### config.mk
export PLATFORM = sky130hd
export DESIGN_NAME = alc_acc_load
export DESIGN_NICKNAME = d
export VERILOG_FILES = /design/src/rtl/alc_pkg.sv /design/src/rtl/alc_acc_load.sv /design/src/rtl/alc_op_match.sv
export SDC_FILE = /design/constraint.sdc
export NUM_CORES = 1
export LEC_CHECK = 0
export BUFFER_PORTS_ARGS = -buffer_cell sky130_fd_sc_hd__buf_4
export CAP_MARGIN = 20
export CORE_UTILIZATION = 39
export CTS_CLUSTER_SIZE = 24
export DETAILED_ROUTE_END_ITERATION = 6
export MAX_ROUTING_LAYER = met4
export PLACE_DENSITY = 0.78
export SLEW_MARGIN = 15
export SYNTH_ARGS = -nofsm -noshare
export SYNTH_HDL_FRONTEND = slang
export SYNTH_SLANG_ARGS = --single-unit
export TNS_END_PERCENT = 20
### constraint.sdc
create_clock -name CLK -period 1.8 [get_ports CLK]
set_input_delay 0.27 -clock CLK [delete_from_list [all_inputs] [get_ports CLK]]
set_output_delay 0.27 -clock CLK [all_outputs]
set_load 0.1 [all_outputs]
### src/rtl/alc_pkg.sv
/*
 * Constants for the accumulator-load decode slice: opcodes, source
 * indices, widths and reset values.
 * Assumes a 10-bit instruction word and 4-bit data path.
 */
package alc_pkg;

    localparam int INSTR_W   = 10;
    localparam int DATA_W    = 4;
    localparam int SP_W      = 3;
    localparam int NUM_SRC   = 9;

    // Source select indices, one bit each in the one-hot select
    localparam int SRC_PULLUP3 = 0;
    localparam int SRC_STACK   = 1;
    localparam int SRC_IRQ1    = 2;
    localparam int SRC_IRQ2    = 3;
    localparam int SRC_TIMER1  = 4;
    localparam int SRC_TIMER2  = 5;
    localparam int SRC_TIMER3  = 6;
    localparam int SRC_TIMER4  = 7;
    localparam int SRC_TIMER5  = 8;

    localparam logic [INSTR_W-1:0] OP_LOAD_ACC_PULLUP_CTRL_3  = 10'h25D;
    localparam logic [INSTR_W-1:0] OP_LOAD_ACC_STACK_POINTER  = 10'h050;
    localparam logic [INSTR_W-1:0] OP_LOAD_ACC_IRQ_CTRL_FIRST = 10'h054;
    localparam logic [INSTR_W-1:0] OP_LOAD_ACC_IRQ_CTRL_SECOND = 10'h055;
    localparam logic [INSTR_W-1:0] OP_LOAD_ACC_TIMER_CTRL_1   = 10'h24B;
    localparam logic [INSTR_W-1:0] OP_LOAD_ACC_TIMER_CTRL_2   = 10'h24C;
    localparam logic [INSTR_W-1:0] OP_LOAD_ACC_TIMER_CTRL_3   = 10'h24D;
    localparam logic [INSTR_W-1:0] OP_LOAD_ACC_TIMER_CTRL_4   = 10'h24E;
    localparam logic [INSTR_W-1:0] OP_LOAD_ACC_TIMER_CTRL_5   = 10'h24F;

    // Entry i holds the opcode for source index i
    localparam logic [NUM_SRC-1:0][INSTR_W-1:0] OPCODE_TABLE = {
        OP_LOAD_ACC_TIMER_CTRL_5,
        OP_LOAD_ACC_TIMER_CTRL_4,
        OP_LOAD_ACC_TIMER_CTRL_3,
        OP_LOAD_ACC_TIMER_CTRL_2,
        OP_LOAD_ACC_TIMER_CTRL_1,
        OP_LOAD_ACC_IRQ_CTRL_SECOND,
        OP_LOAD_ACC_IRQ_CTRL_FIRST,
        OP_LOAD_ACC_STACK_POINTER,
        OP_LOAD_ACC_PULLUP_CTRL_3
    };

    localparam logic [DATA_W-1:0]  ACC_WDATA_RST = 4'h0;
    localparam logic [NUM_SRC-1:0] SRC_SEL_RST   = 9'h000;

endpackage : alc_pkg

### src/rtl/alc_acc_load.sv
/*
 * Decode and execute slice for the single-cycle loads of the accumulator
 * from control registers and the stack pointer.
 * Assumes the source registers are on CLK and the core writes the
 * accumulator from ACC_WDATA when ACC_WE is high; carry and skip logic
 * lives in the core and is told to stay put.
 * Each opcode has its own comparator, so the decode is a flat OR of
 * nine full-width matches with no priority between them.
 * Source values are sampled in the same cycle as the opcode; the core
 * must not change them in that cycle from another path.
 * Limitation: at most one write per cycle; back-to-back loads are fine.
 */
`timescale 1ns/1ps
`default_nettype none

// Operation
// - Pull-up register 3 opcode loads accumulator
// - Stack pointer to low bits, bit three zero
// - First interrupt control opcode loads accumulator
// - Second interrupt control opcode loads accumulator
// - First timer control opcode loads accumulator
// - Second timer control load, carry unchanged, no skip
// - Third timer control load, single cycle
// - Fourth timer control opcode loads accumulator
// - Fifth timer control opcode loads accumulator
module alc_acc_load (
    input  wire logic                        CLK,
    input  wire logic                        RST,
    input  wire logic [alc_pkg::INSTR_W-1:0] INSTR,
    input  wire logic                        INSTR_VALID,
    input  wire logic [alc_pkg::DATA_W-1:0]  PULLUP_CTRL_REG_3,
    input  wire logic [alc_pkg::SP_W-1:0]    STACK_POINTER,
    input  wire logic [alc_pkg::DATA_W-1:0]  IRQ_CTRL_FIRST,
    input  wire logic [alc_pkg::DATA_W-1:0]  IRQ_CTRL_SECOND,
    input  wire logic [alc_pkg::DATA_W-1:0]  TIMER_CTRL_FIRST,
    input  wire logic [alc_pkg::DATA_W-1:0]  TIMER_CTRL_SECOND,
    input  wire logic [alc_pkg::DATA_W-1:0]  TIMER_CTRL_THIRD,
    input  wire logic [alc_pkg::DATA_W-1:0]  TIMER_CTRL_FOURTH,
    input  wire logic [alc_pkg::DATA_W-1:0]  TIMER_CTRL_FIFTH,
    output logic                             DECODE_HIT,
    output logic                             ACC_WE,
    output logic [alc_pkg::DATA_W-1:0]       ACC_WDATA,
    output logic [alc_pkg::NUM_SRC-1:0]      SRC_SEL,
    output logic                             CARRY_FLAG_WE,
    output logic                             SKIP_REQ
);

    logic [alc_pkg::NUM_SRC-1:0]                      hit;
    logic [alc_pkg::NUM_SRC-1:0][alc_pkg::DATA_W-1:0] src;
    logic [alc_pkg::NUM_SRC-1:0]                      sel_nxt;
    logic [alc_pkg::NUM_SRC-1:0]                      sel_r;
    logic                                             we_nxt;
    logic                                             we_r;
    logic [alc_pkg::DATA_W-1:0]                       wdata_nxt;
    logic [alc_pkg::DATA_W-1:0]                       wdata_r;

    // One comparator per opcode; a shared decoder would hide which pattern slipped
    // Pull-up register 3 load
    alc_op_match #(
        .OPCODE (alc_pkg::OP_LOAD_ACC_PULLUP_CTRL_3)
    ) u_match_pullup3 (
        .instr  (INSTR),
        .valid  (INSTR_VALID),
        .hit    (hit[alc_pkg::SRC_PULLUP3])
    );

    // Stack pointer load
    alc_op_match #(
        .OPCODE (alc_pkg::OP_LOAD_ACC_STACK_POINTER)
    ) u_match_stack (
        .instr  (INSTR),
        .valid  (INSTR_VALID),
        .hit    (hit[alc_pkg::SRC_STACK])
    );

    // First interrupt control load
    alc_op_match #(
        .OPCODE (alc_pkg::OP_LOAD_ACC_IRQ_CTRL_FIRST)
    ) u_match_irq1 (
        .instr  (INSTR),
        .valid  (INSTR_VALID),
        .hit    (hit[alc_pkg::SRC_IRQ1])
    );

    // Second interrupt control load
    alc_op_match #(
        .OPCODE (alc_pkg::OP_LOAD_ACC_IRQ_CTRL_SECOND)
    ) u_match_irq2 (
        .instr  (INSTR),
        .valid  (INSTR_VALID),
        .hit    (hit[alc_pkg::SRC_IRQ2])
    );

    // First timer control load
    alc_op_match #(
        .OPCODE (alc_pkg::OP_LOAD_ACC_TIMER_CTRL_1)
    ) u_match_timer1 (
        .instr  (INSTR),
        .valid  (INSTR_VALID),
        .hit    (hit[alc_pkg::SRC_TIMER1])
    );

    // Second timer control load
    alc_op_match #(
        .OPCODE (alc_pkg::OP_LOAD_ACC_TIMER_CTRL_2)
    ) u_match_timer2 (
        .instr  (INSTR),
        .valid  (INSTR_VALID),
        .hit    (hit[alc_pkg::SRC_TIMER2])
    );

    // Third timer control load
    alc_op_match #(
        .OPCODE (alc_pkg::OP_LOAD_ACC_TIMER_CTRL_3)
    ) u_match_timer3 (
        .instr  (INSTR),
        .valid  (INSTR_VALID),
        .hit    (hit[alc_pkg::SRC_TIMER3])
    );

    // Fourth timer control load
    alc_op_match #(
        .OPCODE (alc_pkg::OP_LOAD_ACC_TIMER_CTRL_4)
    ) u_match_timer4 (
        .instr  (INSTR),
        .valid  (INSTR_VALID),
        .hit    (hit[alc_pkg::SRC_TIMER4])
    );

    // Fifth timer control load
    alc_op_match #(
        .OPCODE (alc_pkg::OP_LOAD_ACC_TIMER_CTRL_5)
    ) u_match_timer5 (
        .instr  (INSTR),
        .valid  (INSTR_VALID),
        .hit    (hit[alc_pkg::SRC_TIMER5])
    );

    // Control registers pass whole; the stack pointer is padded with a zero
    // on top so a stale high bit can never reach the accumulator
    always_comb
    begin
        src[alc_pkg::SRC_PULLUP3] = PULLUP_CTRL_REG_3;
        src[alc_pkg::SRC_STACK]   = {1'b0, STACK_POINTER};
        src[alc_pkg::SRC_IRQ1]    = IRQ_CTRL_FIRST;
        src[alc_pkg::SRC_IRQ2]    = IRQ_CTRL_SECOND;
        src[alc_pkg::SRC_TIMER1]  = TIMER_CTRL_FIRST;
        src[alc_pkg::SRC_TIMER2]  = TIMER_CTRL_SECOND;
        src[alc_pkg::SRC_TIMER3]  = TIMER_CTRL_THIRD;
        src[alc_pkg::SRC_TIMER4]  = TIMER_CTRL_FOURTH;
        src[alc_pkg::SRC_TIMER5]  = TIMER_CTRL_FIFTH;
    end

    // Opcodes are distinct, so at most one hit bit is ever set; an OR of
    // masked sources avoids a priority chain that would hide a decode slip.
    // Select and strobe move together so the core sees them on one edge
    always_comb
    begin
        sel_nxt = hit;
        we_nxt  = |hit;
    end

    always_ff @(posedge CLK)
    begin
        // Both clear in reset so no stray write follows its release
        if (RST)
        begin
            we_r  <= 1'b0;
            sel_r <= alc_pkg::SRC_SEL_RST;
        end
        else
        begin
            we_r  <= we_nxt;
            sel_r <= sel_nxt;
        end
    end

    // Data is a group of its own: it holds between writes, the strobe does not
    always_comb
    begin
        wdata_nxt = wdata_r;
        if (we_nxt)
        begin
            wdata_nxt = '0;
            for (int k = 0; k < alc_pkg::NUM_SRC; k++)
            begin
                wdata_nxt = wdata_nxt | (src[k] & {alc_pkg::DATA_W{hit[k]}});
            end
        end
    end

    always_ff @(posedge CLK)
    begin
        if (RST)
        begin
            wdata_r <= alc_pkg::ACC_WDATA_RST;
        end
        else
        begin
            wdata_r <= wdata_nxt;
        end
    end

    // Decode hit stays combinational for same-cycle use by the core
    assign DECODE_HIT    = |hit;
    assign ACC_WE        = we_r;
    assign ACC_WDATA     = wdata_r;
    assign SRC_SEL       = sel_r;
    // These loads never touch carry and never skip the next word
    assign CARRY_FLAG_WE = 1'b0;
    assign SKIP_REQ      = 1'b0;

endmodule : alc_acc_load

`default_nettype wire

### src/rtl/alc_op_match.sv
/*
 * One opcode comparator: full-width compare of the instruction word.
 * Assumes the instruction word is stable while valid is high.
 */
`timescale 1ns/1ps
`default_nettype none

module alc_op_match #(
    parameter logic [alc_pkg::INSTR_W-1:0] OPCODE = 10'h000
) (
    input  wire logic [alc_pkg::INSTR_W-1:0] instr,
    input  wire logic                        valid,
    output logic                             hit
);

    // All ten bits compared, so no partial pattern can alias another
    assign hit = valid && (instr == OPCODE);

endmodule : alc_op_match

`default_nettype wire

### Yosys cells after proc, flatten, opt, wreduce, memory -nomap -nowiden

Cells that the tools add are included.

* bitwise logic cells: 17
* eq/ne operators: 9
* reduce and logical (&&, ||, !) cells: 10

Operators by type and width (count)
* $eq A10 B10 Y1 const B: 6
* $and A4 B4 Y4: 8
* $or A4 B4 Y4: 8
* $eq A10 B7 Y1 const B: 3
* $logic_and A1 B1 Y1: 9
* $reduce_or A9 Y1: 1
* $and A3 B4 Y4: 1

* register bits: 14
* input bits: 48
* logic and storage cells: 39

### Longest topological paths before layout

Gate-level depths: netlist of run 1.

* depth after elaboration: 11
* depth in mapped cells: 7
* gate-level depth less buffers: 5

### Modules after synthesis

Synthesis of run 1 repeated with hierarchy kept, for this count alone.

* cells, all modules: 95
* area, all modules: 935.9 um^2

By module, submodules not included
* alc_acc_load: seq. area each 280.3 um^2, area an instance 614.3 um^2, instances 1, cells each 59
* alc_op_match at u_match_irq2 ...: seq. area each 0.0 um^2, area an instance 37.5 um^2, instances 2, cells each 4
* alc_op_match at u_match_timer3 ...: seq. area each 0.0 um^2, area an instance 36.3 um^2, instances 2, cells each 4
* alc_op_match at u_match_pullup3 ...: seq. area each 0.0 um^2, area an instance 33.8 um^2, instances 2, cells each 4
* alc_op_match at u_match_timer1: seq. area each 0.0 um^2, area an instance 38.8 um^2, instances 1, cells each 4
* alc_op_match at u_match_irq1: seq. area each 0.0 um^2, area an instance 35.0 um^2, instances 1, cells each 4
* alc_op_match at u_match_stack: seq. area each 0.0 um^2, area an instance 32.5 um^2, instances 1, cells each 4

### Worst setup path before layout of run 1

Ideal clock, no wire load.

* path type: input port to flip-flop
* from: in INSTR[5] (netlist bit)
* to: reg wdata_r (netlist bit ACC_WDATA[0])
* setup time: 91 ps
* slack: -243 ps
* buffers on the path: 0
* required time: 1709 ps
* arrival: 1952 ps
* cell stages on the path: 4
* cells stage by stage: or4bb_1 -> a41oi_4 -> nor2_1 -> a311oi_1

* elaborated cells between the ends (all ways): 36

RTL lines
* start: declaration: line alc_acc_load.sv:29 `input wire logic [alc_pkg::INSTR_W-1:0] INSTR,`
* $eq A10 B10 Y1 / $eq A10 B7 Y1 (equally long branches): line alc_op_match.sv:17 `assign hit = valid && (instr == OPCODE);`
* $logic_and A1 B1 Y1: line alc_op_match.sv:17
* $reduce_or A9 Y1 (*)
* via DECODE_HIT: line alc_acc_load.sv:40 `output logic DECODE_HIT,`
* end signal: assignment: line alc_acc_load.sv:196 `wdata_r <= alc_pkg::ACC_WDATA_RST;`
* end signal: assignment: line alc_acc_load.sv:200 `wdata_r <= wdata_nxt;`
* end: declaration: line alc_acc_load.sv:55 `logic [alc_pkg::DATA_W-1:0] wdata_r;`

Mark *: on every way through the listed nets, which the timed path passes. The rest lies on a longest branch.
A chain may end at the register's enable or synchronous reset.

### Worst setup path after layout of run 1

* from: in INSTR[5] (netlist bit)
* to: out DECODE_HIT

* cells in the longest elaborated chain, start to end: 3
* elaborated cells between the ends (all ways): 19

RTL lines
* $eq A10 B10 Y1 / $eq A10 B7 Y1 (equally long branches): line alc_op_match.sv:17
* $logic_and A1 B1 Y1: line alc_op_match.sv:17
* $reduce_or A9 Y1 (*): line alc_acc_load.sv:205 `assign DECODE_HIT = |hit;`
* end: declaration: line alc_acc_load.sv:40

Every way passes the cells marked *; elsewhere a longest branch is shown, timed or not.

==> results of run 1 <==
==> worst max-delay path by stage <==
stage | to | slack, ps | from
CTS | DECODE_HIT | 30 | INSTR[5]
detailed placement | DECODE_HIT | 30 | INSTR[5]
floorplan | ACC_WDATA[0]$_SDFFE_PP0P_ | -160 | INSTR[5]
global placement | DECODE_HIT | 50 | INSTR[5]
finish | DECODE_HIT | 30 | INSTR[5]
global route | DECODE_HIT | 6 | INSTR[5]
==> logic make-up after synthesis <==
family	count (synthesis)
compound gates	24
simple gates	48
buf+inv	8
other cells	1
flops	14
mux	7
==> per-stage QoR <==
stage,cell area (um2),TNS [ps],utilization
floorplan,898,-706,-
global placement,1400,0,0.685
detailed placement,1400,0,0.685
CTS,1420,0,0.696
global route,1420,0,0.696
finish,1420,0,0.696
==> synth_stat cells, types with 2 or more instances <==
library cell | number | share of area
mux2i_1 | 4 | 0.045
mux2_2 | 2 | 0.025
nor2_1 | 10 | 0.042
nand3b_1 | 2 | 0.017
nand3_1 | 5 | 0.028
nor3_1 | 5 | 0.028
dfxtp_1 | 14 | 0.32
nand2b_1 | 3 | 0.021
buf_4 | 3 | 0.025
nor3_2 | 2 | 0.023
nand2_1 | 7 | 0.030
a21oi_1 | 8 | 0.045
a22oi_1 | 3 | 0.025
o21bai_1 | 2 | 0.017
a31oi_1 | 2 | 0.014
buf_2 | 2 | 0.011
a311oi_1 | 2 | 0.020
clkbuf_1 | 2 | 0.0085
nor3b_1 | 3 | 0.025
==> routing by layer <==
layer	vias up	track usage	wire length (um)	share of wire
li1	511	-	-	-
met2	36	0.414	1270	0.49
met3	2	0.0185	142	0.055
met4	0	0.0714	17	0.0066
met5	-	-	0	0
met1	480	0.291	1150	0.44
==> power groups by stage <==
stage	Sequential, uW	Clock, uW	Combinational (uW)
floorplan	322	0	85.4
global placement	318	0	182
detailed placement	318	0	185
CTS	310	169	186
global route	310	188	201
finish	310	171	186
==> cell type report <==
cell class | instances | area share
Clock buffer | 3 | 0.0158
Multi-Input combinational cell | 81 | 0.404
Sequential cell | 14 | 0.197
Tap cell | 27 | 0.0238
Timing Repair Buffer | 68 | 0.359
==> sequential cells by signal, summed over array words and instances, names as in the netlist <==
name and cells:
SRC_SEL 9, ACC_WDATA 4, ACC_WE 1
==> summary.txt, run 1 <==
status: completed
most used cell, CP: buf_4
Worst R2R Start: ACC_WDATA[0]$_SDFFE_PP0P_
Tmin final: 1770 ps
Seq cells post-synth: 14
chip height: 49.6 um
Die W: 49.6 um
Power Density: 470 mW/mm2
post-layout power: 667 uW
final hold violation count: 0
non-filler cells in the finished layout: 193
Post-synth EDFFs: 0
Mapped Area: 885 um2
sequential share of the synthesized area: 0.317
max-slew violation count: 0
drt drc: 0
die footprint: 0.00246 mm2
cts repair resizes: 0
HP Class: in -> reg
layout cell share with drive strength beyond 1: 0.488
Setup Viol. Count Final: 0
row count: 16
Detailed Routing Iterations Pass 1: 4
critical-path maximum fanout: 3
Remaining Overflow, GRT: 0
WL final: 2580 um
Placed Cells: 190
clock share of power: 0.256
RSZ-0062 raised after global routing: no
Ant. Diodes: 0
CP endpoint kind: primary output
Core Region: 0.00204 mm2
Buffers on Ports: 62
Final #Nets: 216
Hold Crit Start: RST
Max Fclk: 0.566 GHz
most frequent cells in the layout: 68 x buf_4, 14 x dfxtp_1, 10 x nor2_1, 8 x a21oi_1, 7 x nand2_1
Primary FF master, synth: dfxtp_1
worst setup margin: 33.9 ps
DR vias/cell: 5.33
internal power: 489 uW
mux cell area share after synthesis: 0.0962
CP Launch Type: input pin
most common cell after layout, fill and taps aside: buf_4
reg2reg path depth: 2
Max-cap violations: 0
CP Cell Sequence: buf_4 -> or4bb_4 -> a41oi_4 -> buf_4
CTS Hold Buffers Added: 0
vias in the first global route: 1029
adder-cell share of the synthesized area: 0
via count: 1029
ys async rst share: 0
GPL Wtd Cong: 0.881
Net Sw Frac: 0.267
Sequential Power Share: 0.465
CTS tree: built
Post-Synth XOR/XNOR Area: 0
post-synthesis compound-gate area fraction: 0.208
Reg clk slew, reported paths: 80 ps
r2r setup slk: 1100 ps
Post-Syn Instances: 102
Worst Path Required: 1530 ps
area occupied by multi-input gates: 574 um2
Yosys warning count: 0
hold depth: 2
largest net degree at the start of global routing: 15
Crit-path slowest cell: or4bb_4
I/O pins: 65
synth unique cells: 40
Initial Utilization: 0.433
Clock Sinks: 14
synthesized area per cell: 8.67 um2
initial antenna violation count: 0
delay-heaviest family, CP: simple AND/OR/NAND/NOR gates
WP depth: 4
Inserted Clock Buffers: 3
setup bufs post-CTS: 0
Avg WL per Cell: 13.4 um
Tcrit/Tclk final: 0.981
clk root buf: clkbuf_4
Post-Route Skew: 0 ps
r2r endpoint: ACC_WDATA[0]$_SDFFE_PP0P_
post-place setup slack: 30.9 ps
Min Hold Slack: 244 ps
DR iter-0 viols: 14
first-pass GRT wire length: 4450 um
CTS H-tree depth: 1
Hold EP: ACC_WE$_SDFF_PP0_
Leak: 0.000626 uW
Clk Latency, worst-skew pair: 270 ps
Max Root-Sink Buffers: 2
worst path arrival time: 1500 ps
Comb pwr share: 0.279
max incr delay on CP: 560 ps
GRT Overall Usage: 0.238
Critical path buffers and inverters: 2
Synth Area in Simple Gates: 0.325
number of nets still failing antenna checks after routing: 0
crit path kind: in -> out
largest family of logic cells by synthesized area: simple AND/OR/NAND/NOR gates
Net Sw Power: 178 uW
Syn-to-layout area delta: 60.7%
Layout fillers: 183
Reg area: 280 um2
post-DP HPWL: 2200 um
Worst IR Drop VDD: 315 uV
Power figures use the tool's default switching activity.
==> inputs of run 2 (changes only) <==
Settings changed: BUFFER_PORTS_ARGS -buffer_cell sky130_fd_sc_hd__buf_4 to -buffer_cell sky130_fd_sc_hd__buf_2, CORE_UTILIZATION 39 to 40, CTS_CLUSTER_SIZE 24 to 14, SYNTH_HIERARCHICAL from default to 1.
==> run 2 against run 1 <==
The run now ends with setup timing left; cell count grew 7.8%; die area grew 3.0%; global-route usage grew 2.6 points; area after synthesis grew 5.8%; flip-flop and latch count is the same; clock-buffer cell count is the same; clock power is essentially flat; via count grew 21%; sequential power is essentially flat; fmax shrank 13%; critical endpoint unchanged.
==> summary.txt, run 2 <==
CTS tree: built
Power Density: 396 mW/mm2
sequential share of the synthesized area: 0.299
via count: 1245
Buffers on Ports: 62
DR iter-0 viols: 34
most common cell after layout, fill and taps aside: buf_2
Tmin final: 2030 ps
number of nets still failing antenna checks after routing: 0
die footprint: 0.00254 mm2
RSZ-0062 raised after global routing: yes
critical-path maximum fanout: 5
most frequent cells in the layout: 50 x buf_2, 23 x buf_4, 14 x dfxtp_1, 9 x nor2b_1
Post-Syn Instances: 95
mux cell area share after synthesis: 0
post-synthesis compound-gate area fraction: 0.213
Critical path buffers and inverters: 2
Avg WL per Cell: 17.2 um
Worst IR Drop VDD: 320 uV
Clk Latency, worst-skew pair: 270 ps
max incr delay on CP: 540 ps
Leak: 0.000761 uW
post-layout power: 669 uW
Yosys warning count: 6
Post-synth EDFFs: 0
synth top area cells: dfxtp_1 30%, nor2b_1 6.0%, nor3_2 5.3%
largest net degree at the start of global routing: 12
Tcrit/Tclk final: 1.13
Crit-path slowest cell: or4bb_4
Max-cap violations: 0
Final #Nets: 230
Die W: 50.4 um
Worst Path Required: 1530 ps
delay-heaviest family, CP: simple AND/OR/NAND/NOR gates
CP endpoint kind: primary output
Largest register FFs: 9
Inserted Clock Buffers: 3
share of the synthesized area in the top cell type: 0.299
final hold violation count: 0
worst path arrival time: 1760 ps
Setup Viol. Count Final: 1
Max Fclk: 0.493 GHz
CP Cell Sequence: buf_8 -> or4bb_4 -> nor4_4 -> or4_4 -> or3_4 -> buf_12
worst setup margin: -227 ps
synthesized area per cell: 9.85 um2
Remaining Overflow, GRT: 0
first-pass GRT wire length: 4950 um
Mapped Area: 936 um2
crit path kind: in -> out
largest family of logic cells by synthesized area: simple AND/OR/NAND/NOR gates
Max Root-Sink Buffers: 2
HP Class: in -> reg
clk root buf: clkbuf_4
chip height: 50.4 um
Post-Synth XOR/XNOR Area: 0
vias in the first global route: 1075
Detailed Routing Iterations Pass 1: 4
post-DP HPWL: 2600 um
GRT Overall Usage: 0.265
GPL Wtd Cong: 0.917
Clock Sinks: 14
Initial Utilization: 0.423
CTS H-tree depth: 1
DR vias/cell: 5.99
violated checks: setup timing
count leader, synth: dfxtp_1
Syn-to-layout area delta: 80.3%
max-slew violation count: 0
synth unique cells: 32
Reg clk slew, reported paths: 80 ps
Setup Total Neg Slack: -227 ps
ys async rst share: 0
Post-synth top cells: 14 x dfxtp_1, 9 x nor2b_1
Post-Route Skew: 0 ps
Ant. Diodes: 0
drt drc: 0
I/O pins: 65
WL final: 3580 um
Primary FF master, synth: dfxtp_1
initial antenna violation count: 0
adder-cell share of the synthesized area: 0
Core Region: 0.00221 mm2
Seq cells post-synth: 14
layout cell share with drive strength beyond 1: 0.611
CP Launch Type: input pin
post-place setup slack: -223 ps
Synth Area in Simple Gates: 0.451
cell taking the most area after synthesis: dfxtp_1
r2r setup slk: 680 ps
row count: 17
status: finished with violations
run 2: worst reg2reg max path, cell delays in order (launching register included):
cell,delay (ps)
dfxtp_1,350
inv_1,40
or4_1,510
a31oi_1,160
run 2: layout make-up:
| type | count | area, um2 |
|---|---|---|
| multi-input combinational | 76 | 723 |
| timing repair buffer | 85 | 619 |
| fill | 161 | 524 |
| sequential | 14 | 280 |
| tap | 28 | 35.0 |
| clock buffer | 3 | 22.5 |
| inverter | 2 | 7.51 |
run 2: worst paths after layout:
| path | start | to | cells past startpoint |
|---|---|---|---|
| setup / recovery | INSTR[7] | DECODE_HIT | 6 |
| setup reg to reg | ACC_WDATA[3]$_SDFFE_PP0P_ | ACC_WDATA[3]$_SDFFE_PP0P_ | 3 |
| hold reg to reg | ACC_WDATA[3]$_SDFFE_PP0P_ | ACC_WDATA[3]$_SDFFE_PP0P_ | 3 |
| hold / removal | TIMER_CTRL_THIRD[3] | ACC_WDATA[3]$_SDFFE_PP0P_ | 3 |
run 2: routing by layer:
metal	GRT usage	wire, um	up-vias
met3	0.0394	273	8
met2	0.462	1900	71
met1	0.294	1310	590
met4	0.125	93	0
li1	-	-	576
met5	-	0	-
run 2: through the flow:
step | hold slack (ps) | std cells | utilization | area [um2]
after floorplan | 451 | 96 | - | 1000
after global routing | 292 | 208 | 0.763 | 1690
after global placement | 561 | 202 | 0.672 | 1490
final | 285 | 208 | 0.763 | 1690
after CTS | 286 | 205 | 0.682 | 1510
after detailed placement | 564 | 202 | 0.672 | 1490
run 2: cell families (layout without fill, tap and decap cells):
| kind of cell | count (synthesis) | count (layout) |
|---|---|---|
| AND/OR/NAND/NOR | 51 | 51 |
| AO/OA/AOI/OAI | 23 | 23 |
| flip-flops | 14 | 14 |
| buffers and inverters | 6 | 90 |
| other | 1 | 2 |
run 2: repair_timing:
item	in CTS	in global routing
resized for setup	0	42
hold buffers	0	0
gates cloned	0	2
buffers inserted	0	1
pin swaps	3	11
endpoints found under the hold margin	0	0
endpoints found under the setup margin	1	1
run 2: where the power goes:
| group | total, uW | internal, uW | switching, uW | leakage [uW] |
|---|---|---|---|---|
| registers | 310 | 310 | 0.285 | 0.000113 |
| clock network | 168 | 77.4 | 90.2 | 0.0000138 |
| logic | 191 | 98.3 | 92.5 | 0.000635 |
| total | 669 | 486 | 183 | 0.000761 |
